==> src/logic/prs_regs.svh <==
// Register map, field positions, reset values and timing counts.
// Assumes a 20 MHz clock and byte addresses on the register bus.
`ifndef PRS_REGS_SVH
`define PRS_REGS_SVH

// ==========================================
// Timing
`define PRS_CLK_MHZ 20
`define PRS_US_CYCLES (`PRS_CLK_MHZ * 1)
`define PRS_LEAD_FIRST_MS 1
`define PRS_LEAD_FIRST_US (`PRS_LEAD_FIRST_MS * 1000)
`define PRS_LEAD_NEXT_US 20
`define PRS_WIDTH_MIN_US 4'h1
`define PRS_WIDTH_MAX_US 4'hA

// ==========================================
// Offsets
`define PRS_OFS_CTRL 8'h00
`define PRS_OFS_STATUS 8'h04
`define PRS_OFS_FRAME 8'h08
`define PRS_OFS_PERIOD 8'h0C
`define PRS_OFS_WIDTH 8'h10
`define PRS_OFS_SAMPLES 8'h14
`define PRS_OFS_SKIP 8'h18
`define PRS_OFS_SHDLY 8'h1C
`define PRS_OFS_SHWID 8'h20

// ==========================================
// Fields
`define PRS_CTRL_RUN 0
`define PRS_CTRL_AMP1 1
`define PRS_CTRL_AMP2 2
`define PRS_STAT_BUSY 0
`define PRS_STAT_OVERRUN 1

// ==========================================
// Reset values
`define PRS_RST_FRAME 24'h00_C350
`define PRS_RST_PERIOD 16'h0064
`define PRS_RST_WIDTH 4'h5
`define PRS_RST_SAMPLES 8'h20
`define PRS_RST_SKIP 8'h04
`define PRS_RST_SHDLY 4'h2
`define PRS_RST_SHWID 4'h2

`endif

==> src/logic/prs_pkg.sv <==
// Types shared by the radar pulse sequencer.
// Assumes nothing beyond the register header.
package prs_pkg;
    typedef enum logic [1:0] {ST_IDLE, ST_LEAD, ST_PULSE, ST_GAP} prs_state_t;

    typedef struct packed {
        logic [15:0] period;
        logic [3:0] width;
        logic [7:0] samples;
        logic [7:0] skip;
        logic [3:0] shDelay;
        logic [3:0] shWidth;
    } prs_cfg_t;
endpackage

==> src/logic/prs_timer_if.sv <==
// Control link between the sequencer and its frame timer.
// Assumes both ends share clk.
`timescale 1ns/1ps
interface prs_timer_if;
    logic start;
    logic stop;
    logic tick;
    logic [23:0] period;
    logic fire;
    logic running;

    modport ctl (output start, stop, tick, period, input fire, running);
    modport tmr (input start, stop, tick, period, output fire, running);
endinterface

==> src/logic/prs_frame_timer.sv <==
// Periodic frame timer counting microsecond ticks.
// Assumes the tick is a one-cycle enable from the sequencer.
`timescale 1ns/1ps
module prs_frame_timer (
    // Clock and reset
    input wire logic clk,
    input wire logic rst_n,
    // Control link
    prs_timer_if.tmr tmr
);
    logic [23:0] count;
    logic run;
    // A zero period behaves as one tick
    wire logic lastTick = run & tmr.tick & (count <= 24'h00_0001);

    assign tmr.fire = lastTick;
    assign tmr.running = run;

    always_ff @(posedge clk) begin
        if (!rst_n) begin
            count <= 24'h00_0000;
            run <= 1'b0;
        end else if (tmr.stop) begin
            run <= 1'b0;
        end else if (tmr.start) begin
            run <= 1'b1;
            count <= tmr.period;
        end else if (lastTick) begin
            count <= tmr.period;
        end else if (run & tmr.tick) begin
            count <= count - 24'h00_0001;
        end
    end
endmodule

==> src/logic/prs_sequencer.sv <==
// Pulse sequencer for a pulsed Doppler radar front end, Avalon-MM slave.
// Assumes a 20 MHz clk and a front end that follows the outputs directly.
// Function
// - Frame starts only on frame timer fire
// - Pulses per frame equal samples plus skip
// - Supply and transmit enable only during pulse
// - Reference enables lead first pulse by 1 ms
// - Reference enables lead later pulses by 20 us
// - Reference enables off during pulse and elsewhere
// - Reference charge window directly precedes each pulse
// - Baseband hold switch briefly inside each pulse
// - Two static amplifier stage enables
// - Front-end supply enable is active low
// - Pulse width programmable 1 to 10 us
// - Off-time after pulse series until next frame
// - Sampling trigger issued with each pulse
// - Skip pulses come first in the frame
//
// Design decisions made here: the address map and register access over Avalon-MM.
`include "prs_regs.svh"
`timescale 1ns/1ps
module prs_sequencer #(
    parameter int LEAD_FIRST_US = `PRS_LEAD_FIRST_US
) (
    // Clock and reset
    input wire logic clk,
    input wire logic rst_n,
    // Avalon-MM slave
    input wire logic [7:0] address,
    input wire logic read,
    input wire logic write,
    input wire logic [31:0] writedata,
    input wire logic [3:0] byteenable,
    output logic [31:0] readdata,
    output logic waitrequest,
    // Front end
    output logic frontendSupplyEnable_n,
    output logic txEnable,
    output logic referenceSupplyEnable,
    output logic referenceHoldSwitchEnable,
    output logic basebandHoldSwitchEnable,
    output logic ampStage1Enable,
    output logic ampStage2Enable,
    // Converter
    output logic sampleTrigger,
    output logic sampleDiscard
);
    localparam int US_CYCLES = `PRS_US_CYCLES;
    localparam int LEAD_FIRST_CYC = LEAD_FIRST_US * US_CYCLES;
    localparam int LEAD_NEXT_CYC = `PRS_LEAD_NEXT_US * US_CYCLES;

    // ==========================================
    // Register bus
    logic ack;
    logic ctrlRun;
    logic [23:0] framePeriod;
    logic [15:0] pulsePeriod;
    logic [3:0] pulseWidth;
    logic [7:0] sampleCount;
    logic [7:0] skipCount;
    logic [3:0] shDelay;
    logic [3:0] shWidth;
    logic overrun;
    logic [7:0] frameCount;
    prs_pkg::prs_state_t state;
    prs_pkg::prs_state_t next_state;
    prs_pkg::prs_cfg_t cfg;
    logic [15:0] phaseUs;
    logic [15:0] next_phaseUs;
    logic [8:0] pulseIdx;
    logic first;
    logic [4:0] usDiv;
    prs_timer_if frameTmr ();

    wire logic reqOn = read | write;
    wire logic wrTake = write & ack;
    wire logic isCtrl = address == `PRS_OFS_CTRL;
    wire logic isStatus = address == `PRS_OFS_STATUS;
    wire logic isFrame = address == `PRS_OFS_FRAME;
    wire logic isPeriod = address == `PRS_OFS_PERIOD;
    wire logic isWidth = address == `PRS_OFS_WIDTH;
    wire logic isSamples = address == `PRS_OFS_SAMPLES;
    wire logic isSkip = address == `PRS_OFS_SKIP;
    wire logic isShDly = address == `PRS_OFS_SHDLY;
    wire logic isShWid = address == `PRS_OFS_SHWID;
    wire logic busy = state != prs_pkg::ST_IDLE;
    wire logic [31:0] statusWord = {7'h00, pulseIdx, frameCount, 6'h00,
        overrun, busy};
    wire logic [31:0] ctrlWord = {29'h0000_0000, ampStage2Enable,
        ampStage1Enable, ctrlRun};
    // Unmapped offsets read as zero and ignore writes
    wire logic [31:0] rdWord =
        isCtrl ? ctrlWord :
        isStatus ? statusWord :
        isFrame ? {8'h00, framePeriod} :
        isPeriod ? {16'h0000, pulsePeriod} :
        isWidth ? {28'h000_0000, pulseWidth} :
        isSamples ? {24'h00_0000, sampleCount} :
        isSkip ? {24'h00_0000, skipCount} :
        isShDly ? {28'h000_0000, shDelay} :
        isShWid ? {28'h000_0000, shWidth} : 32'h0000_0000;
    // Byte lanes left out keep their stored value
    wire logic [31:0] wrWord = {
        byteenable[3] ? writedata[31:24] : rdWord[31:24],
        byteenable[2] ? writedata[23:16] : rdWord[23:16],
        byteenable[1] ? writedata[15:8] : rdWord[15:8],
        byteenable[0] ? writedata[7:0] : rdWord[7:0]};
    wire logic ovClear = wrTake & isStatus & byteenable[0] &
        writedata[`PRS_STAT_OVERRUN];

    // One wait cycle per access
    assign waitrequest = reqOn & !ack;

    always_ff @(posedge clk) begin
        if (!rst_n) begin
            ack <= 1'b0;
            readdata <= 32'h0000_0000;
        end else begin
            ack <= reqOn & !ack;
            readdata <= (read & !ack) ? rdWord : readdata;
        end
    end

    always_ff @(posedge clk) begin
        if (!rst_n) begin
            ctrlRun <= 1'b0;
            ampStage1Enable <= 1'b0;
            ampStage2Enable <= 1'b0;
            framePeriod <= `PRS_RST_FRAME;
            pulsePeriod <= `PRS_RST_PERIOD;
            pulseWidth <= `PRS_RST_WIDTH;
            sampleCount <= `PRS_RST_SAMPLES;
            skipCount <= `PRS_RST_SKIP;
            shDelay <= `PRS_RST_SHDLY;
            shWidth <= `PRS_RST_SHWID;
        end else if (wrTake) begin
            if (isCtrl) begin
                ctrlRun <= wrWord[`PRS_CTRL_RUN];
                ampStage1Enable <= wrWord[`PRS_CTRL_AMP1];
                ampStage2Enable <= wrWord[`PRS_CTRL_AMP2];
            end
            if (isFrame) framePeriod <= wrWord[23:0];
            if (isPeriod) pulsePeriod <= wrWord[15:0];
            if (isWidth) pulseWidth <= wrWord[3:0];
            if (isSamples) sampleCount <= wrWord[7:0];
            if (isSkip) skipCount <= wrWord[7:0];
            if (isShDly) shDelay <= wrWord[3:0];
            if (isShWid) shWidth <= wrWord[3:0];
        end
    end

    // ==========================================
    // Microsecond tick and frame timer
    wire logic usTick = usDiv == 5'(US_CYCLES - 1);

    always_ff @(posedge clk) begin
        if (!rst_n) usDiv <= 5'h00;
        else usDiv <= usTick ? 5'h00 : usDiv + 5'h01;
    end

    assign frameTmr.start = ctrlRun & !frameTmr.running;
    assign frameTmr.stop = !ctrlRun;
    assign frameTmr.tick = usTick;
    assign frameTmr.period = framePeriod;

    prs_frame_timer frameTimer (
        .clk(clk),
        .rst_n(rst_n),
        .tmr(frameTmr)
    );

    // ==========================================
    // Pulse sequence
    wire logic [8:0] liveTotal = {1'b0, sampleCount} + {1'b0, skipCount};
    wire logic [8:0] cfgTotal = {1'b0, cfg.samples} + {1'b0, cfg.skip};
    // No frame while idle between trains unless the timer fires
    wire logic frameStart = frameTmr.fire & !busy &
        (liveTotal != 9'h000);
    wire logic [3:0] widthClamp =
        (pulseWidth < `PRS_WIDTH_MIN_US) ? `PRS_WIDTH_MIN_US :
        (pulseWidth > `PRS_WIDTH_MAX_US) ? `PRS_WIDTH_MAX_US : pulseWidth;
    // Too short a pulse period drops the gap, never the lead
    wire logic [16:0] gapFull = {1'b0, cfg.period} - {13'h0000, cfg.width} -
        17'(`PRS_LEAD_NEXT_US);
    wire logic noGap = gapFull[16] | (gapFull == 17'h0_0000);
    wire logic [15:0] phaseLen =
        (state == prs_pkg::ST_LEAD) ?
            (first ? 16'(LEAD_FIRST_US) : 16'(`PRS_LEAD_NEXT_US)) :
        (state == prs_pkg::ST_PULSE) ? {12'h000, cfg.width} : gapFull[15:0];
    wire logic phaseEnd = usTick & (phaseUs == phaseLen - 16'h0001);
    wire logic lastPulse = pulseIdx == cfgTotal - 9'h001;

    always_comb begin
        next_state = state;
        unique case (state)
            prs_pkg::ST_IDLE: if (frameStart) next_state = prs_pkg::ST_LEAD;
            prs_pkg::ST_LEAD: if (phaseEnd) next_state = prs_pkg::ST_PULSE;
            prs_pkg::ST_PULSE: begin
                if (phaseEnd) begin
                    next_state = lastPulse ? prs_pkg::ST_IDLE :
                        noGap ? prs_pkg::ST_LEAD : prs_pkg::ST_GAP;
                end
            end
            prs_pkg::ST_GAP: if (phaseEnd) next_state = prs_pkg::ST_LEAD;
        endcase
        if (!ctrlRun) next_state = prs_pkg::ST_IDLE;
        next_phaseUs = (next_state != state || next_state == prs_pkg::ST_IDLE)
            ? 16'h0000 : usTick ? phaseUs + 16'h0001 : phaseUs;
    end

    wire logic next_pulse = next_state == prs_pkg::ST_PULSE;
    wire logic next_lead = next_state == prs_pkg::ST_LEAD;
    wire logic [15:0] shStart = {12'h000, cfg.shDelay};
    wire logic [15:0] shStop = shStart + {12'h000, cfg.shWidth};
    wire logic next_bbHold = next_pulse & (next_phaseUs >= shStart) &
        (next_phaseUs < shStop);

    always_ff @(posedge clk) begin
        if (!rst_n) begin
            state <= prs_pkg::ST_IDLE;
            phaseUs <= 16'h0000;
            pulseIdx <= 9'h000;
            first <= 1'b0;
            overrun <= 1'b0;
            frameCount <= 8'h00;
            cfg <= '0;
        end else begin
            state <= next_state;
            phaseUs <= next_phaseUs;
            // Event wins over a clear in the same cycle
            overrun <= (frameTmr.fire & busy) | (overrun & !ovClear);
            if (frameStart) begin
                cfg <= {pulsePeriod, widthClamp, sampleCount, skipCount,
                    shDelay, shWidth};
                first <= 1'b1;
                pulseIdx <= 9'h000;
                frameCount <= frameCount + 8'h01;
            end else if (state == prs_pkg::ST_PULSE && phaseEnd) begin
                first <= 1'b0;
                pulseIdx <= pulseIdx + 9'h001;
            end
        end
    end

    // ==========================================
    // Registered outputs, aligned with state
    always_ff @(posedge clk) begin
        if (!rst_n) begin
            frontendSupplyEnable_n <= 1'b1;
            txEnable <= 1'b0;
            referenceSupplyEnable <= 1'b0;
            referenceHoldSwitchEnable <= 1'b0;
            basebandHoldSwitchEnable <= 1'b0;
            sampleTrigger <= 1'b0;
            sampleDiscard <= 1'b0;
        end else begin
            frontendSupplyEnable_n <= !next_pulse;
            txEnable <= next_pulse;
            referenceSupplyEnable <= next_lead;
            referenceHoldSwitchEnable <= next_lead;
            basebandHoldSwitchEnable <= next_bbHold;
            sampleTrigger <= next_pulse & (state != prs_pkg::ST_PULSE);
            sampleDiscard <= next_pulse & ({1'b0, cfg.skip} > pulseIdx);
        end
    end

    // ==========================================
    // Checks
    logic [15:0] refCycles;
    logic [7:0] txCycles;
    logic [8:0] pulseSeen;

    always_ff @(posedge clk) begin
        if (!rst_n) begin
            refCycles <= 16'h0000;
            txCycles <= 8'h00;
            pulseSeen <= 9'h000;
        end else begin
            refCycles <= referenceSupplyEnable ? refCycles + 16'h0001 : 16'h0000;
            txCycles <= txEnable ? txCycles + 8'h01 : 8'h00;
            pulseSeen <= frameStart ? 9'h000 :
                sampleTrigger ? pulseSeen + 9'h001 : pulseSeen;
        end
    end
endmodule

==> config.mk <==
export PLATFORM = sky130hd
export DESIGN_NAME = prs_sequencer
export DESIGN_NICKNAME = d
export VERILOG_FILES = /design/src/logic/prs_pkg.sv /design/src/logic/prs_timer_if.sv /design/src/logic/prs_frame_timer.sv /design/src/logic/prs_sequencer.sv
export VERILOG_INCLUDE_DIRS = /design/src /design/src/logic
export SDC_FILE = /design/constraint.sdc
export NUM_CORES = 1
export LEC_CHECK = 0
export BUFFER_PORTS_ARGS = -buffer_cell sky130_fd_sc_hd__buf_2
export CAP_MARGIN = 20
export CORE_ASPECT_RATIO = 0.8
export CORE_MARGIN = 5
export CORE_UTILIZATION = 55
export DETAILED_ROUTE_END_ITERATION = 6
export PLACE_DENSITY = 0.73
export SETUP_SLACK_MARGIN = 0.05
export SLEW_MARGIN = 5
export SYNTH_ARGS = -nofsm -noshare
export SYNTH_HDL_FRONTEND = slang
export SYNTH_SLANG_ARGS = --single-unit
==> constraint.sdc <==
create_clock -name clk -period 9.9 [get_ports clk]
set_clock_uncertainty 0.1 [all_clocks]
set_input_delay 0.99 -clock clk [delete_from_list [all_inputs] [get_ports clk]]
set_output_delay 0.99 -clock clk [all_outputs]
set_load 0.01 [all_outputs]
======== Word level (Yosys, flattened, before mapping) ========
Cells that the tools add are included.
operators by class
  multiplexer cells ....................... 32
  bitwise gates (word level) .............. 22
  divide/modulo/power cells ............... 0
  eq/ne operators ......................... 18
  multipliers ............................. 0
  add/sub/neg operators ................... 12
  reduce and logical (&&, ||, !) cells .... 27
  order comparisons ....................... 6
  shifts and indexed selects .............. 0
operators by type and width
  operator                 count
  $mux W24                 4
  $mux W16                 5
  $mux W25                 2
  $mux W8                  6
  $eq A8 B5 Y1 const B     4
  $le A24 B1 Y1 const B    1
  $sub A24 B1 Y24 const B  1
  $reduce_and A2 Y1        10
  $add A8 B8 Y9            2
  $and A1 B1 Y1            18
  $logic_not A17 Y1        1
  $sub A16 B4 Y17          1
  $sub A17 B5 Y17 const B  1
  $add A16 B1 Y16 const B  1
  $eq A16 B16 Y1           1
  $eq A8 B4 Y1 const B     2
  $ge A16 B4 Y1            1
  $lt A16 B5 Y1            1
  $mux W4                  4
  $sub A16 B1 Y16 const B  1
  $mux W2                  7
  $mux W10                 1
  $add A9 B1 Y9 const B    1
  $eq A9 B9 Y1             1
  other kinds (27)         40
word-level totals
  bits of input ports ..................... 48
  bits in latches ......................... 0
  output and inout bits ................... 42
  bits in writable memories ............... 0
  logic and storage cells ................. 150
  ROM bits ................................ 0
  memories ................................ 0
  register bits after elaboration ......... 221

======== Logic depth before layout (Yosys ltp) ========
  depth in word-level cells ............... 16
  gate-level depth with buffers ........... 28
  gate-level depth less buffers ........... 25

======== Hierarchy ========
A second synthesis with hierarchy kept.
second synthesis, totals
  cell total of the unflattened synthesis .. 1618
  area, all modules ....................... 12831.1 µm²
by module, submodules not included
  module           instances  sequential area each (µm²)  area an instance (µm²)  cells an instance
  prs_sequencer    1          3783.6                      11213.3                 1398
  prs_frame_timer  1          500.5                       1617.8                  220

======== Worst setup path after synthesis ========
Ideal clock, no wire load.
  path type ............................... reg-to-reg
  start point ............................. register cfg[25] in the netlist's numbering
  end point ............................... register basebandHoldSwitchEnable
  period minus slack after synthesis ...... 5.426 ns
  arrival ................................. 5.256 ns
  data required time ...................... 9.730 ns
  setup slack ............................. 4.474 ns
  cell stages (with the launch flop) ...... 27
  path buffers ............................ 2
  library setup time ...................... 0.070 ns
  cell sequence ........................... dfxtp_1 > inv_1 > ha_1 > ha_1 > inv_1 > fa_1 > xnor2_1 > a221o_1 > a211oi_2 > and3_1 > nand4_1 > o311ai_0 > o311ai_1 > nand4b_2 > or3_1 > buf_2 > buf_2 > nand2_1 > nor2_1 > ha_1 > o21ai_0 > nand2b_1 > a21oi_1 > nor2b_1 > a2111oi_0 > o211ai_1 > a21oi_1
between the ends
  cells in the longest elaborated chain, start to end .. 16
  elaborated cells between the ends (all ways) .. 25
  classes of those cells .................. 3 x add/sub; 2 x order compare; 3 x eq/ne; 10 x mux; 4 x bitwise; 3 x reduce/logical
ends and longest elaborated chain
  element                                           RTL line                                                          text
  start: declaration                                prs_sequencer.sv:67                                               prs_pkg::prs_cfg_t cfg;
  start signal: assignment                          prs_sequencer.sv:233                                              cfg <= {pulsePeriod, widthClamp, sampleCount, skipCount,
  $sub A16 B4 Y17                                   prs_sequencer.sv:183                                              wire logic [16:0] gapFull = {1'b0, cfg.period} - {13'h0000, cfg.width} -
  $sub A17 B5 Y17                                   prs_sequencer.sv:183
  $mux W16                                          prs_sequencer.sv:189                                              (state == prs_pkg::ST_PULSE) ? {12'h000, cfg.width} : gapFull[15:0];
  $mux W16                                          prs_sequencer.sv:187                                              (state == prs_pkg::ST_LEAD) ?
  $sub A16 B1 Y16                                   prs_sequencer.sv:190                                              wire logic phaseEnd = usTick & (phaseUs == phaseLen - 16'h0001);
  $eq A16 B16 Y1                                    prs_sequencer.sv:190
  $and A1 B1 Y1                                     prs_sequencer.sv:190
  $mux W2 (on tied branches)                        prs_sequencer.sv:204, prs_sequencer.sv:197, prs_sequencer.sv:199
  $pmux W2 S4 (*)                                   prs_sequencer.sv:195                                              unique case (state)
  $mux W2 (*)                                       prs_sequencer.sv:206                                              if (!ctrlRun) next_state = prs_pkg::ST_IDLE;
  $ne A2 B2 Y1 or $logic_not A2 Y1 (tied branches)  prs_sequencer.sv:207                                              next_phaseUs = (next_state != state || next_state == prs_pkg::ST_IDLE)
  $logic_or A1 B1 Y1 (*)                            prs_sequencer.sv:207
  $mux W16 (*)                                      prs_sequencer.sv:208                                              ? 16'h0000 : usTick ? phaseUs + 16'h0001 : phaseUs;
  named net next_phaseUs[1]                         prs_sequencer.sv:69                                               logic [15:0] next_phaseUs;
  $ge A16 B4 Y1                                     prs_sequencer.sv:215                                              wire logic next_bbHold = next_pulse & (next_phaseUs >= shStart) &
  $and A1 B1 Y1                                     prs_sequencer.sv:215
  $and A1 B1 Y1 (*)                                 prs_sequencer.sv:215
  end signal: assignment                            prs_sequencer.sv:261                                              basebandHoldSwitchEnable <= next_bbHold;
  end: declaration                                  prs_sequencer.sv:41                                               output logic basebandHoldSwitchEnable,
The timed path passes the listed nets; every way through them passes the cells marked *.
A chain may end at the register's enable or synchronous reset.

======== Worst setup path after layout ========
Ends and elaborated chain as after synthesis.

==> run metrics <==
f_max=163 MHz; DRT iter0 DRCs=883; Post-Route WL=34.3 mm; RSZ-0062 raised after global routing=false; TritonRoute pass-1 iters=5; GRT Util Overall=26.3%; Die Footprint=0.0257 sq mm; Period Utilization, post-route=61.9%; top cells by area, synth=dfxtp_1 34%, nand2_1 7.6%, a21oi_1 6.2%; grt ovf=0; clock buffer count from CTS=23; fin crit period=6.13 ns; startpoint type of the worst setup path=flip-flop; Routed WL per cell=17.5 microns; Die H=144 microns; asr flop ratio synth=0%; post-synthesis simple-gate area fraction=24.5%; post-synthesis compound-gate area fraction=20.9%; clk buf depth=3; # port buffers=73; via/cell ratio=5.98; Leak=5.18 nW; Hold WS=0.350 ns; critical path peak fanout=16; antenna violations before repair=1; DRC Markers=0; Setup Fix Bufs, Post-CTS=0; ANT nets after route=0; Netlist cell types=87; cell area after synthesis=0.0124 sq mm; Synth Flop Type=dfxtp_1; Int Power=1.51 mW; CTS sink cnt=214; CP arrival=6.46 ns; Final #Nets=1,745; cells after synthesis=1,630; Worst-Skew Late Latency=0.53 ns; GPL Wtd Cong=0.919; synth cell count leaders=252 x nand2_1, 214 x dfxtp_1, 173 x nor2_1; Switch Pwr=0.422 mW; clock group share of total power=51.5%; Area Overhead vs Synth=10.3%; dpl ws=3.83 ns; Worst-Margin Slew=1.13 ns; worst min-delay path category=flip-flop to flip-flop; Yosys Warn Count=0; Comb power frac=3.5%; final core occ=61.3%; Fin Setup TNS=0 ns; total I/O pin count=90; top-count cell post-synth=nand2_1; Avg Cell Area, Syn=7.63 sq um; CP cell instances=inv_1 > ha_1 > ha_1 > inv_1 > fa_1 > nor2b_4 > o311a_1 > a31oi_1 > and3b_1 > or3_1 > or3_1 > o31ai_2 > nand4b_2 > or3_1 > nand2_1 > nor2_1 > ha_1 > o21ai_0 > nand2b_1 > a21oi_1 > nor2b_1 > a2111oi_0 > o211ai_1 > a21oi_1; largest family of logic cells by synthesized area=simple AND/OR/NAND/NOR gates; row count=49; critical path capture point type=flip-flop; vias=11,700; DP HPWL=24.7 mm; Initial Util=55.6%; Root Driver=clkbuf_16; Synth Area in XOR/XNOR=4.93%; critical path class=flip-flop to flip-flop; TritonCTS clock tree=built; Hold Buf Count CTS=0; Worst Path Buf+Inv=2; post-CTS resize count=0; multiplexer area fraction after synthesis=2.22%; Final Max Slew Viols=0; Synth area leader=dfxtp_1; n_diodes=0; Max stage delay on crit path=0.66 ns; final worst setup slack=3.77 ns; max-slew headroom at the worst pin=22.4%; largest net degree at the start of global routing=99; top-area cell type share of the netlist area=34.5%; part of the power in registers=45.0%; post-synthesis sequential area ratio=34.5%; number of global-route vias before repair=10,500; Final Hold Fails=0; switching fraction of total power=21.8%; CTS H-tree depth=1; EDFF count, synth=0; Std-Cell Core Area=0.0224 sq mm; worst vdd ir=0.135 mV; first-pass GRT wire length=55.3 mm; crit-path leading delay family=simple AND/OR/NAND/NOR gates; max_cap viols=0; outcome=finished, final reports clean; final setup fails=0; CP required=10.23 ns; power per cell area=141 mW/mm^2; clk slew on worst S/H paths=0.06 ns; CP max-delay cell=or3_1; Post-Synth Adder-Cell Area=6.66%; DIE WIDTH=178 microns; share of cells above drive strength 1=9.75%; Synth Register Bits=214
==> layout make-up <==
type                       count  area [sq um]
tap                          306           383
clock buffer                  30           652
clock inverter                12           233
sequential                   214          4280
fill                        2017          8660
multi-input combinational   1232          7430
inverter                      81           307
timing repair buffer          82           433
==> final timing paths <==
kind                     from                        to  slack (ns)  depth (start not counted)
setup / recovery      cfg[25]  basebandHoldSwitchEnable        3.77                         24
hold / removal    readdata[4]               readdata[4]        0.35                          2
setup reg to reg      cfg[25]  basebandHoldSwitchEnable        3.77                         24
hold reg to reg   readdata[4]               readdata[4]        0.35                          2
==> stage by stage <==
| step | std cells | total power [mW] | cell area [sq um] |
|---|---|---|---|
| 2_1_floorplan | 1636 | 0.931 | 12500 |
| 3_3_place_gp | 1914 | 0.954 | 12800 |
| 3_5_place_dp | 1914 | 0.954 | 12800 |
| 4_1_cts | 1956 | 1.94 | 13700 |
| 5_1_grt | 1957 | 1.98 | 13700 |
| 6_report | 1957 | 1.93 | 13700 |
==> cells by family (layout without fill, tap and decap cells) <==
logic type,after synthesis,after routing
buffers and inverters,190,205
DFF,214,214
muxes,27,27
adders and majority gates,64,64
and+or+nand+nor,658,658
AOI/OAI and AO/OA,406,406
other,1,7
xor gates and xnor gates,70,70
==> worst min-delay path, cell delays in order, from the launching register on <==
cell	delay (ns)
dfxtp_1	0.30
nand2_1	0.05
a21oi_1	0.05
==> registers in the layout, summed over array words and instances, names as in the netlist, 2 cells and up <==
register	count
shDelay	4
pulseWidth	4
state	2
skipCount	8
readdata	25
sampleCount	8
phaseUs	16
cfg	44
frameTimer.count	24
frameCount	8
pulseIdx	9
framePeriod	24
pulsePeriod	16
usDiv	5
shWidth	4
==> layer usage <==
layer	vias to the layer above	part of all wire [%]	GRT usage (%)	wire [microns]
met3	70	8.5	4.99	2910
li1	5705	-	-	-
met2	479	41	39.0	14200
met4	2	2.2	5.74	767
met1	5456	48	39.6	16400
met5	-	0.038	0	13
==> cells in the final DEF (no fill, tap or decap), drive strengths merged, types with 25 or more instances in the layout <==
| cell | count |
|---|---|
| a211oi | 42 |
| a21oi | 155 |
| a22oi | 26 |
| buf | 82 |
| clkbuf | 30 |
| dfxtp | 214 |
| ha | 59 |
| inv | 83 |
| nand2 | 252 |
| nand3 | 46 |
| nor2 | 174 |
| nor3 | 44 |
| o21ai | 67 |
| xnor2 | 45 |
| xor2 | 25 |
==> power groups by stage <==
stage	Clock (mW)	Combinational (mW)	Sequential [mW]
floorplan	0	0.0414	0.889
global placement	0	0.0654	0.888
detailed placement	0	0.0660	0.888
CTS	1.01	0.0664	0.869
global route	1.04	0.0733	0.869
finish	0.995	0.0677	0.869
(Power assumes the default switching activity.)
